==> config.mk <==
export PLATFORM = sky130hd
export DESIGN_NAME = epci_top
export DESIGN_NICKNAME = d
export VERILOG_FILES = /design/src/epci_pkg.sv /design/src/epci_top.sv
export VERILOG_INCLUDE_DIRS = /design/src
export SDC_FILE = /design/constraint.sdc
export NUM_CORES = 1
export LEC_CHECK = 0
export ABC_AREA = 1
export BUFFER_PORTS_ARGS = -buffer_cell sky130_fd_sc_hd__buf_2
export CORE_MARGIN = 5
export CORE_UTILIZATION = 55
export DETAILED_ROUTE_END_ITERATION = 10
export PLACE_DENSITY = 0.75
export SETUP_SLACK_MARGIN = 0.2
export SYNTH_ARGS = -nofsm -noshare
export SYNTH_HDL_FRONTEND = slang
export SYNTH_SLANG_ARGS = --single-unit
==> constraint.sdc <==
create_clock -name CLK -period 2.75 [get_ports CLK]
set_clock_uncertainty 0.05 [all_clocks]
set_input_delay 0.55 -clock CLK [delete_from_list [all_inputs] [get_ports CLK]]
set_output_delay 0.55 -clock CLK [all_outputs]
set_load 0.05 [all_outputs]
==> src/epci_defs.svh <==
// Constants for the external line and pin-change flag block: offsets, fields, reset values.
// Assumes a core that issues data-space and I/O-space byte accesses on one clock.
// What this block does
// Line flags at 0x3C, bit1 line1, bit0 line0.
// Line vectors need global bit and mask.
// Vector execution clears its flag.
// Writing one clears flag; zero keeps.
// Low-level mode forces line flag read zero.
// Low registers answer I/O address minus 0x20.
// Extended registers reachable by data space only.
// Enable bits 3:0 gate groups with global bit.
// Enabled pin change raises its group vector.
// Group flags at 0x3B bits 3:0.
// Group vector needs global and group enable.
// Group3 mask 0x73 bits 3:0, rest zero.
// Group2 mask 0x6D all eight bits.
// Group1 mask 0x6C bits 6:0, bit7 zero.
// Group0 mask 0x6B all eight bits.
// Masked-off pin never raises group request.
// Sense 00 low,01 change,10 fall,11 rise.
// Pin change caught without I/O clock; here a change is caught only through the synchroniser chain clocked by CLK.
// Pulses over one clock always detected.
// Hardware set beats software clear.
// Everything resets zero; unused bits zero.
`ifndef EPCI_DEFS_SVH
`define EPCI_DEFS_SVH
`define EPCI_OFS_GFLAG   8'h3B
`define EPCI_OFS_LFLAG   8'h3C
`define EPCI_OFS_LMASK   8'h3D
`define EPCI_OFS_GEN     8'h68
`define EPCI_OFS_SENSE   8'h69
`define EPCI_OFS_GMASK0  8'h6B
`define EPCI_OFS_GMASK1  8'h6C
`define EPCI_OFS_GMASK2  8'h6D
`define EPCI_OFS_GMASK3  8'h73
`define EPCI_IO_BIAS     8'h20
`define EPCI_IO_TOP      8'h5F
`define EPCI_W_GMASK3    8'h0F
`define EPCI_W_GMASK1    8'h7F
`define EPCI_W_GEN       8'h0F
`define EPCI_W_SENSE     8'h0F
`define EPCI_W_LINE      8'h03
`define EPCI_RST8        8'h00
`endif

==> src/epci_pkg.sv <==
// Types for the external line and pin-change flag block.
// Assumes the constants header is included by the design file.
package epci_pkg;
  typedef enum logic [1:0] {
    EPCI_LOW  = 2'b00,
    EPCI_ANY  = 2'b01,
    EPCI_FALL = 2'b10,
    EPCI_RISE = 2'b11
  } epci_sense_t;
endpackage

==> src/epci_top.sv <==
// Flag, enable and mask logic for two external lines and four pin-change groups.
// Assumes the core issues one byte access per cycle and pulses a vector acknowledge per source.
`timescale 1ns/1ps
`include "epci_defs.svh"
module epci_top (
  // Clock and reset.
  input  wire logic       CLK,
  input  wire logic       SYS_RST,
  // Register access from the core.
  input  wire logic [7:0] ADDR,
  input  wire logic       IO_SPACE,
  input  wire logic       WR_EN,
  input  wire logic       RD_EN,
  input  wire logic [7:0] WDATA,
  output logic      [7:0] RDATA,
  output logic            RHIT,
  // Global interrupt bit from the core status register.
  input  wire logic       GLOBAL_IE,
  // External pins.
  input  wire logic       EXTERNAL_LINE_0,
  input  wire logic       EXTERNAL_LINE_1,
  input  wire logic [27:0] CHANGE_WATCHED_PIN,
  // Vector requests and acknowledges: bits 1:0 lines, bits 5:2 groups 0 to 3.
  output logic      [5:0] IRQ_REQ,
  input  wire logic [5:0] VEC_ACK
);

  // Synchronisers: first stage is read only by the second.
  logic [29:0] s1_q, s2_q, prev_q;
  logic [29:0] s1_d, s2_d, prev_d;
  logic [29:0] pins;
  assign pins = {CHANGE_WATCHED_PIN, EXTERNAL_LINE_1, EXTERNAL_LINE_0};

  // Priming: the chain resets to zero, so a pin that idles high would look like an edge.
  // Change detection stays blind until the chain and the previous sample both hold real pin values.
  logic [2:0] prime_q, prime_d;
  logic       primed;
  assign primed = prime_q[2];

  // Registers.
  logic [7:0] gmask0_q, gmask1_q, gmask2_q, gmask3_q, gen_q, lmask_q, sense_q;
  logic [7:0] gmask0_d, gmask1_d, gmask2_d, gmask3_d, gen_d, lmask_d, sense_d;
  logic [1:0] lflag_q, lflag_d;
  logic [3:0] gflag_q, gflag_d;
  logic [7:0] rdata_d;
  logic       rhit_d;

  // Effective data-space address; I/O-space accesses are biased and limited to the low window.
  logic [7:0] eff;
  logic       ok;
  assign eff = IO_SPACE ? 8'(ADDR + `EPCI_IO_BIAS) : ADDR;
  assign ok  = IO_SPACE ? (ADDR <= 8'(`EPCI_IO_TOP - `EPCI_IO_BIAS)) : 1'b1;

  function automatic logic hit(input logic [7:0] a, input logic [7:0] ofs, input logic v);
    hit = v && (a == ofs);
  endfunction

  // Line request condition for one sense setting.
  function automatic logic line_evt(input logic [1:0] s, input logic cur, input logic prv);
    case (epci_pkg::epci_sense_t'(s))
      epci_pkg::EPCI_ANY:  line_evt = cur ^ prv;
      epci_pkg::EPCI_FALL: line_evt = prv & ~cur;
      epci_pkg::EPCI_RISE: line_evt = cur & ~prv;
      default:             line_evt = 1'b0;
    endcase
  endfunction

  // Change detection on the synchronised samples; one clock of width suffices.
  logic [27:0] chg;
  logic [3:0]  gevt;
  logic [1:0]  levt, llow;
  assign chg     = (s2_q[29:2] ^ prev_q[29:2]) & {28{primed}};
  assign gevt[0] = |(chg[7:0]   & gmask0_q);
  assign gevt[1] = |(chg[14:8]  & gmask1_q[6:0]);
  assign gevt[2] = |(chg[23:16] & gmask2_q);
  assign gevt[3] = |(chg[27:24] & gmask3_q[3:0]);
  assign levt[0] = line_evt(sense_q[1:0], s2_q[0], prev_q[0]) & primed;
  assign levt[1] = line_evt(sense_q[3:2], s2_q[1], prev_q[1]) & primed;
  assign llow[0] = (sense_q[1:0] == 2'b00);
  assign llow[1] = (sense_q[3:2] == 2'b00);

  // Qualified strobes: an I/O-space access above the low window is dropped here.
  // Dropping it once, before any decode, keeps every register group below in agreement.
  logic wr_ok;
  logic rd_ok;
  assign wr_ok = WR_EN & ok;
  assign rd_ok = RD_EN & ok;

  // One write strobe per register, so the configuration and flag groups share one decode.
  logic wr_gmask0;
  logic wr_gmask1;
  logic wr_gmask2;
  logic wr_gmask3;
  logic wr_gen;
  logic wr_lmask;
  logic wr_sense;
  logic wr_lflag;
  logic wr_gflag;
  assign wr_gmask0 = hit(eff, `EPCI_OFS_GMASK0, wr_ok);
  assign wr_gmask1 = hit(eff, `EPCI_OFS_GMASK1, wr_ok);
  assign wr_gmask2 = hit(eff, `EPCI_OFS_GMASK2, wr_ok);
  assign wr_gmask3 = hit(eff, `EPCI_OFS_GMASK3, wr_ok);
  assign wr_gen    = hit(eff, `EPCI_OFS_GEN, wr_ok);
  assign wr_lmask  = hit(eff, `EPCI_OFS_LMASK, wr_ok);
  assign wr_sense  = hit(eff, `EPCI_OFS_SENSE, wr_ok);
  assign wr_lflag  = hit(eff, `EPCI_OFS_LFLAG, wr_ok);
  assign wr_gflag  = hit(eff, `EPCI_OFS_GFLAG, wr_ok);

  // Synchroniser group: the chain simply follows the pins, and priming fills with ones.
  always_comb begin
    s1_d    = pins;
    s2_d    = s1_q;
    prev_d  = s2_q;
    prime_d = {prime_q[1:0], 1'b1};
  end

  // The chain clears on reset; priming keeps that cleared state from counting as a change.
  always_ff @(posedge CLK) begin
    if (SYS_RST) begin
      s1_q    <= '0;
      s2_q    <= '0;
      prev_q  <= '0;
      prime_q <= '0;
    end else begin
      s1_q    <= s1_d;
      s2_q    <= s2_d;
      prev_q  <= prev_d;
      prime_q <= prime_d;
    end
  end

  // Configuration group: pin masks, group enables, line masks and sense fields.
  // Unimplemented bits are trimmed on the way in, so they can never read back as one.
  always_comb begin
    gmask0_d = gmask0_q;
    gmask1_d = gmask1_q;
    gmask2_d = gmask2_q;
    gmask3_d = gmask3_q;
    gen_d    = gen_q;
    lmask_d  = lmask_q;
    sense_d  = sense_q;
    if (wr_gmask0) begin
      gmask0_d = WDATA;
    end
    if (wr_gmask1) begin
      gmask1_d = WDATA & `EPCI_W_GMASK1;
    end
    if (wr_gmask2) begin
      gmask2_d = WDATA;
    end
    if (wr_gmask3) begin
      gmask3_d = WDATA & `EPCI_W_GMASK3;
    end
    if (wr_gen) begin
      gen_d = WDATA & `EPCI_W_GEN;
    end
    if (wr_lmask) begin
      lmask_d = WDATA & `EPCI_W_LINE;
    end
    if (wr_sense) begin
      sense_d = WDATA & `EPCI_W_SENSE;
    end
  end

  // Configuration registers clear on reset, which leaves both lines in low-level mode, masked off.
  always_ff @(posedge CLK) begin
    if (SYS_RST) begin
      gmask0_q <= `EPCI_RST8;
      gmask1_q <= `EPCI_RST8;
      gmask2_q <= `EPCI_RST8;
      gmask3_q <= `EPCI_RST8;
      gen_q    <= `EPCI_RST8;
      lmask_q  <= `EPCI_RST8;
      sense_q  <= `EPCI_RST8;
    end else begin
      gmask0_q <= gmask0_d;
      gmask1_q <= gmask1_d;
      gmask2_q <= gmask2_d;
      gmask3_q <= gmask3_d;
      gen_q    <= gen_d;
      lmask_q  <= lmask_d;
      sense_q  <= sense_d;
    end
  end

  // Flag group: a vector acknowledge and a write of one both clear, and a new event wins over both.
  // The set is ORed in after the clear so that a request arriving in the clearing cycle is kept.
  logic [1:0] lclr;
  logic [3:0] gclr;
  always_comb begin
    lclr = VEC_ACK[1:0];
    gclr = VEC_ACK[5:2];
    if (wr_lflag) begin
      lclr = lclr | WDATA[1:0];
    end
    if (wr_gflag) begin
      gclr = gclr | WDATA[3:0];
    end
    lflag_d = ((lflag_q & ~lclr) | levt) & ~llow;
    gflag_d = (gflag_q & ~gclr) | gevt;
  end

  // Flags clear on reset; nothing is pending until a pin event is seen.
  always_ff @(posedge CLK) begin
    if (SYS_RST) begin
      lflag_q <= '0;
      gflag_q <= '0;
    end else begin
      lflag_q <= lflag_d;
      gflag_q <= gflag_d;
    end
  end

  // Read group: one mux on the effective address; unmapped or refused reads return zero.
  // Returning zero when idle lets the core OR several blocks' read buses together.
  always_comb begin
    rhit_d  = rd_ok;
    rdata_d = `EPCI_RST8;
    unique case (eff)
      `EPCI_OFS_GFLAG: begin
        rdata_d = {4'h0, gflag_q};
      end
      `EPCI_OFS_LFLAG: begin
        rdata_d = {6'h00, lflag_q};
      end
      `EPCI_OFS_LMASK: begin
        rdata_d = lmask_q;
      end
      `EPCI_OFS_GEN: begin
        rdata_d = gen_q;
      end
      `EPCI_OFS_SENSE: begin
        rdata_d = sense_q;
      end
      `EPCI_OFS_GMASK0: begin
        rdata_d = gmask0_q;
      end
      `EPCI_OFS_GMASK1: begin
        rdata_d = gmask1_q;
      end
      `EPCI_OFS_GMASK2: begin
        rdata_d = gmask2_q;
      end
      `EPCI_OFS_GMASK3: begin
        rdata_d = gmask3_q;
      end
      default: begin
        rhit_d = 1'b0;
      end
    endcase
    if (!rd_ok) begin
      rhit_d  = 1'b0;
      rdata_d = `EPCI_RST8;
    end
  end

  // Read data is registered, so it stands for exactly the cycle after the read strobe.
  always_ff @(posedge CLK) begin
    if (SYS_RST) begin
      RDATA <= `EPCI_RST8;
      RHIT  <= 1'b0;
    end else begin
      RDATA <= rdata_d;
      RHIT  <= rhit_d;
    end
  end

  // Requests: level mode requests while the synchronised pin is low, without a flag.
  logic [1:0] lreq;
  assign lreq = lflag_q | (llow & ~s2_q[1:0]);
  assign IRQ_REQ[1:0] = {2{GLOBAL_IE}} & lmask_q[1:0] & lreq;
  assign IRQ_REQ[5:2] = {4{GLOBAL_IE}} & gen_q[3:0] & gflag_q;
endmodule

* Word-level counts from Yosys, hierarchy flattened
Cells that the tools add are included.
** Cells by class
- $add $sub $neg :: 1
- Order comparisons :: 1
- Equality and inequality tests :: 15
- Mux-type cells :: 9
- Bitwise gates (word level) :: 38
- Reductions and logical operators :: 17
** Operators by type and width (number)
- $pmux W8 S9 :: 1
- $eq A8 B7 Y1 const B :: 6
- $and A28 B28 Y28 :: 1
- $xor A28 B28 Y28 :: 1
- $eq A8 B6 Y1 const B :: 3
- $and A4 B4 Y4 :: 4
- $and A8 B8 Y8 :: 2
- $reduce_or A8 Y1 :: 2
- $and A2 B2 Y2 :: 5
- $logic_and A1 B1 Y1 :: 9
- $reduce_or A9 Y1 :: 1
- $add A8 B6 Y8 const B :: 1
- $and A1 B1 Y1 :: 8
- $eq A2 B2 Y1 const B :: 4
- $le A8 B6 Y1 const B :: 1
- $mux W8 :: 1
- $or A4 B4 Y4 :: 2
- $and A7 B7 Y7 :: 1
- $reduce_or A7 Y1 :: 1
- $not A2 Y2 :: 3
- $or A2 B2 Y2 :: 3
- $pmux W1 S3 :: 2
- $not A1 Y1 :: 5
- $eq A2 B1 Y1 const B :: 2
- other kinds (8) :: 12
** Storage, ports and cells
- Register bits :: 145
- Input port bits :: 58
- Output and inout bits :: 15
- Logic and storage cells :: 97

* Logic depth before layout (Yosys ltp)
Gate-level depths: netlist of the first run.
- Depth in word-level cells :: 9
- Mapped depth :: 13
- Depth with buffers taken out :: 12

* Worst setup path after synthesis of the first run
No wires, ideal clock.
- Path kind :: in2out
- From :: input GLOBAL_IE
- To :: output IRQ_REQ[0]
- Arrival time :: 1.708 ns
- Required time :: 2.150 ns
- Setup slack :: 0.442 ns
- Stages :: 2
- Path buffers :: 0
- Cell sequence :: inv_1 -> nor3_1
** Between the ends
- Word-level cells in the longest chain between the ends :: 2
** Ends and longest elaborated chain
- start, declared :: line epci_top.sv:18 : input wire logic GLOBAL_IE,
- $and A2 B2 Y2 (2 in a row) :: line epci_top.sv:271 : assign IRQ_REQ[1:0] = {2{GLOBAL_IE}} & lmask_q[1:0] & lreq;
- end, declared :: line epci_top.sv:24 : output logic [5:0] IRQ_REQ,
No other way between the ends.

* Final worst setup path of the first run
- From :: register sense_q[3]
- To :: output IRQ_REQ[1]
** Between the ends
- Word-level cells in the longest chain between the ends :: 4
** Ends and longest elaborated chain
- start, declared :: line epci_top.sv:41 : logic [7:0] gmask0_q, gmask1_q, gmask2_q, gmask3_q, gen_q, lmask_q, sense_q;
- start signal, assigned :: line epci_top.sv:174 : sense_q <= `EPCI_RST8;
- start signal, assigned :: line epci_top.sv:182 : sense_q <= sense_d;
- $logic_not A2 Y1 :: line epci_top.sv:80 : assign llow[1] = (sense_q[3:2] == 2'b00);
- $and A2 B2 Y2 :: line epci_top.sv:270 : assign lreq = lflag_q | (llow & ~s2_q[1:0]);
- $or A2 B2 Y2 :: line epci_top.sv:270
- $and A2 B2 Y2 :: line epci_top.sv:271
No other way between the ends.

==> reports/qor.txt, run 1 <==
Status - complete, no violations
Skew-Pair Late Insertion Delay - 0.52 ns
Post-synth top cells - 152 x inv_1, 142 x dfxtp_1, 129 x nor2_1
Hold-fix buffers, CTS - 0
PortBufs - 71
CTS resizes - 0
Internal - 0.00367 W
CP required - 2.15 ns
WL/cell - 12.7 um
R2R Path Start - gmask1_q[4]
Clock sinks - 142
Syn Std Cell Area - 5620 um^2
Slew margin rel. - 35.3%
Die W - 111 um
Design Area, Final - 6680 um^2
Clock power frac - 49.8%
CTS tree - yes
Clock Tree Buf Depth - 2
Seq/Total Area, Yosys - 50.6%
Final period util - 76.5%
Root Buffer Master - clkbuf_8
Nets - 882
Cell Rows - 36
Worst EP arrival - 1.50 ns
CTS H-Tree Depth - 4
Crit-path max FO - 4
Cell total after placement - 933
Crit Path Class - reg2out
Die area - 12300 um^2
Fraction of layout cells with a size suffix above 1 - 17.1%
Setup bufs post-CTS - 0
Final RePlAce weighted congestion - 0.871
Final antenna-violating net count - 0
Worst setup SP type - flop
WL final - 12300 um
Hold path startpoint - CHANGE_WATCHED_PIN[1]
Hold WS - 0.177 ns
Crit. Startpoint - sense_q[3]
Hold Fails Final Rpt - 0
Clock period minus worst slack - 2.10 ns
Via Count - 4708
Sequential power share - 45.5%
Largest net degree at the start of global routing - 100
Gr ovfl total - 0
Post-route insts no fill - 965
Most common cell in the netlist - inv_1
Residual DRC - 0
Combinational Power Share - 4.6%
First-pass iteration count of the detailed router - 5
Syn_area_per_cell - 7.54 um^2
Setup-failing EPs final - 0
Post-synth EDFFs - 0
Yosys cell types - 32
Die Y - 111 um
Post-synth top area share - 50.6%
CTS Buf Count - 17
Starting Density - 57.0%
FF+latch count, synth - 142
Yosys Warn Count - 0
Post-Synthesis Cells - 745
Syn_nets - 808
VDD IR max - 0.000438 V
HP Class - in2reg
Actual slew at the worst max-slew pin - 0.970 ns
Clock slew at reported path FFs - 0.06 ns
Fmax - 475 MHz
Antenna Cells - 0
Area grow syn2layout - 18.8%
I/O Pins - 73
Vias per inst - 4.88
First-pass GRT wire length - 20400 um
Sw Ratio - 21.8%
Net switching power figure - 0.00103 W
Main area contributors after synthesis - dfxtp_1 51%, inv_1 10%, nor2_1 8.6%
Yosys top cell by area - dfxtp_1
Initial antenna violation count - 0
Setup TNS - 0 ns
Core area - 9860 um^2
Post-layout util - 67.7%
Most used DFF post-synth - dfxtp_1
Total track usage - 20.3%
Unrepaired setup endpoints after global routing - no
Worst setup EP type - primary output
Power Density - 703 nW/um^2
Vias in the first global route - 4510
Fraction of registers with async set/reset - 0%
Leakage - 3.09 nW
Dpl hpwl - 8690 um
Max capacitance violation total - 0
Slew Viols, Final - 0
Dpl cell area - 6060 um^2
Initial DRC count - 299
-- through the flow --
stage	setup slack (ns)	total power, W
after global routing	0.506	0.00486
after CTS	0.619	0.00474
after floorplan	0.442	0.00231
after detailed placement	0.433	0.00240
final	0.647	0.00470
after global placement	0.468	0.00239
-- routing by layer --
layer  track usage, %  routed length, um  part of all wire (%)
met1             25.3               5410                    44
met2             33.9               5870                    48
met3             6.17                790                   6.4
met4             6.57                176                   1.4
met5                0                  0                     0
-- final timing paths --
path | endpoint | slack, ns | cells past startpoint
worst max register to register | gflag_q[1] | 1.49 | 8
worst min register to register | prev_d[5] | 0.35 | 2
worst max-delay path | IRQ_REQ[1] | 0.65 | 4
worst min-delay path | s1_q[3] | 0.18 | 3
-- registers in the layout, summed over array words and instances, names as in the netlist --
register,flops
prev_d,29
prev_q,29
s1_q,29
RDATA,8
gmask0_q,8
gmask2_q,8
gmask1_q,7
gen_q,4
gflag_q,4
gmask3_q,4
sense_q,4
prime_q,3
lflag_q,2
lmask_q,2
RHIT,1
-- power groups by stage --
stage                     Sequential [W]  Combinational [W]  Clock, W
after floorplan                  0.00218           0.000139         0
after global placement           0.00218           0.000207         0
after detailed placement         0.00218           0.000215         0
after CTS                        0.00214           0.000217   0.00238
after global routing             0.00214           0.000247   0.00247
final                            0.00214           0.000217   0.00234
-- cell usage in the layout, fill, tap and decap left out --
master	instances
o21ai_1	9
dfxtp_1	142
nand4_1	6
clkinvlp_4	1
nor3_1	2
a21o_1	1
clkbuf_1	2
xor2_1	1
bufinv_16	4
nand3_1	46
clkbuf_8	1
buf_2	71
a21oi_2	2
o21ai_0	51
nand3_4	1
inv_1	152
clkinv_4	3
clkbuf_16	16
a31oi_1	2
xnor2_1	1
o22ai_1	4
nand3b_4	1
buf_4	6
a21oi_1	60
nand2_1	77
ha_1	5
inv_2	7
nand2_2	8
nor2_8	1
nand2_4	2
nor3_4	3
nor2_1	129
o21ai_2	3
inv_6	1
inv_8	1
clkinv_2	3
nand3_2	4
nor2_2	3
-- critical path, stage by stage, from the launching register on --
cell	delay, ns
dfxtp_1	0.32
inv_1	0.14
a31oi_1	0.09
nor3_1	0.14
buf_2	0.29
-- cell families after synthesis --
logic type               synth area share (%)
XOR/XNOR                                0.312
adder cells (fa/ha/maj)                  1.11
flip-flops                               50.6
buffers and inverters                    12.8
AND/OR/NAND/NOR                          22.9
AO/OA/AOI/OAI                            12.3
-- layout make-up --
| class | instances | area (um^2) |
|---|---|---|
| clock buffer | 19 | 422 |
| clock inverter | 13 | 189 |
| fill | 828 | 3190 |
| inverter | 159 | 597 |
| multi-input combinational | 422 | 2060 |
| sequential | 142 | 2840 |
| tap | 133 | 166 |
| timing repair buffer | 77 | 400 |
(Power assumes the default switching activity.)
==> run 2: changes to the inputs <==
CORE_UTILIZATION = 52   (was 55)
clock period = 1.93 ns   (was 2.75 ns; I/O delays follow)
==> run 2 against run 1 <==
Sequential cell count unchanged. Largest power group unchanged. Highest routed layer unchanged. Utilization down 1.2 points. Global-route usage down 0.093 points. Sequential power up 43%. Clock power up 33%.
==> reports/qor.txt, run 2 (synthesized netlist as in run 1, its figures left out) <==
Most common cell after layout, fill and taps aside - inv_1 (unchanged)
First-pass GRT wire length - 20900 um (was 20400 um)
CP required - 1.49 ns (was 2.15 ns)
# fillers - 898 (was 828)
Area grow syn2layout - 26.6% (was 18.8%)
Vias in the first global route - 4623 (was 4510)
Cell Rows - 38 (was 36)
Die area - 13000 um^2 (was 12300 um^2)
R2R Path Start - gmask1_q[3] (was gmask1_q[4])
WL/cell - 12.5 um (was 12.7 um)
CTS Buf Count - 17 (unchanged)
CP delay by family, top - flip-flops (was buffers and inverters)
CTS H-Tree Depth - 4 (unchanged)
Final RePlAce weighted congestion - 0.889 (was 0.871)
Post-route insts no fill - 1016 (was 965)
Total track usage - 20.3% (about the same)
First-pass iteration count of the detailed router - 5 (unchanged)
Hold Fails Final Rpt - 0 (unchanged)
Max capacitance violation total - 0 (unchanged)
Final period util - 94.4%
Crit-path slowest cell - dfxtp_2 (was dfxtp_1)
VDD IR max - 0.000668 V (was 0.000438 V)
Crit Path Class - reg2out (unchanged)
Crit-path cells - inv_2 -> a31oi_1 -> nor3_1 -> buf_4 (was inv_1 -> a31oi_1 -> nor3_1 -> buf_2)
Clock Tree Buf Depth - 2 (unchanged)
Nets - 927 (was 882)
Crit. Startpoint - sense_q[3] (unchanged)
Setup-failing EPs final - 0 (unchanged)
Skew-Pair Late Insertion Delay - 0.52 ns (about the same)
Unrepaired setup endpoints after global routing - yes (was no)
Residual DRC - 0 (unchanged)
Actual slew at the worst max-slew pin - 0.408 ns (was 0.970 ns)
Crit-path max FO - 2 (was 4)
Clock sinks - 142 (unchanged)
Leakage - 3.29 nW (was 3.09 nW)
Clock period minus worst slack - 1.82 ns
Initial DRC count - 240 (was 299)
Final antenna-violating net count - 0 (unchanged)
Slew margin rel. - 72.8% (was 35.3%)
Crit path buffers/inverters - 2 (unchanged)
Die W - 114 um (was 111 um)
Power Density - 919 nW/um^2 (was 703 nW/um^2)
I/O Pins - 73 (unchanged)
Core area - 10700 um^2 (was 9860 um^2)
Die Y - 114 um (was 111 um)
HP Class - in2reg (unchanged)
Multi-input logic area - 2070 um^2 (was 2060 um^2)
Slew Viols, Final - 0 (unchanged)
Worst setup SP type - flop (unchanged)
CTS tree - yes (unchanged)
Antenna Cells - 0 (unchanged)
Via Count - 4853 (was 4708)
Dpl hpwl - 8790 um (was 8690 um)
Gr ovfl total - 0 (unchanged)
Final setup margin - 0.108 ns (was 0.647 ns)
PortBufs - 71 (unchanged)
Worst setup EP type - primary output (unchanged)
Status - complete, no violations (unchanged)
Starting Density - 52.5% (was 57.0%)
Most frequent cells in the layout - 146 x inv_1, 131 x dfxtp_1, 129 x nor2_1 (was 152 x inv_1, 142 x dfxtp_1, 129 x nor2_1)
Register area - 2860 um^2 (was 2840 um^2)
Fmax - 549 MHz
Clock slew at reported path FFs - 0.06 ns (about the same)
Largest net degree at the start of global routing - 100 (unchanged)
Fraction of layout cells with a size suffix above 1 - 21.7% (was 17.1%)
Worst EP arrival - 1.39 ns (was 1.50 ns)
WL final - 12700 um (was 12300 um)
Vias per inst - 4.78 (was 4.88)
Cell total after placement - 959 (was 933)
Crit-path max cell delay - 0.33 ns (was 0.32 ns)
Initial antenna violation count - 0 (unchanged)
Root Buffer Master - clkbuf_8 (unchanged)
Hold path startpoint - CHANGE_WATCHED_PIN[11] (was CHANGE_WATCHED_PIN[1])
Pre-CTS WS - -0.0784 ns (was 0.433 ns)
run 2: area by class of cell:
class	instances	area share [%]
repair buffers	122	11.9
clock inverters	11	1.86
multi-input cells	422	29.1
clock buffers	20	6.12
well taps	140	2.46
flip-flops and latches	142	40.2
inverters	159	8.39
run 2: path summary, 6_finish.rpt:
| check | end | slack, ns | cells after the start |
|---|---|---|---|
| max | IRQ_REQ[1] | 0.11 | 4 |
| min | s1_q[13] | 0.02 | 3 |
| max reg2reg | gflag_q[1] | 0.69 | 8 |
| min reg2reg | prev_d[0] | 0.34 | 2 |
run 2: worst register-to-register path, cell delays in order, from the launching register on:
cell and delay [ns]:
dfxtp_1 0.35, inv_1 0.07, a21oi_1 0.12, o21ai_0 0.10, o21ai_0 0.09, nor2_1 0.06
nand2_1 0.06, nand2_1 0.09, a21oi_1 0.17
run 2: power breakdown:
group          switching, W  internal (W)  total (W)  leakage [nW]
Combinational      0.000211      0.000158   0.000369          1.86
Clock               0.00124       0.00188    0.00312         0.266
Sequential        0.0000357       0.00301    0.00305          1.17
run 2: stage by stage:
stage               instance area [um^2]  setup TNS (ns)  util (%)  total power, W  hold WS (ns)
detailed placement                  6250           -1.21      58.5         0.00344         0.343
CTS                                 7080               0      66.2         0.00658     0.0000571
global route                        7110               0      66.5         0.00676        0.0144
finish                              7110               0      66.5         0.00654        0.0173
floorplan                           5620         -0.0994         -         0.00330         0.338
global placement                    6250         -0.0148      58.5         0.00343         0.339
run 2: timing repair:
action,4_1_cts,5_1_grt
setup endpoints to repair,6,6
gates resized for setup,24,6
pin swaps,3,2
endpoints found under the hold margin,15,0
hold buffers,15,0
buffers inserted,9,2
run 2: layer usage:
layer	global-route usage [%]	wire [um]	vias up
met5	0	0	-
met4	7.92	225	0
met3	4.72	770	19
met2	33.6	6130	126
met1	25.6	5540	2168
li1	-	-	2540
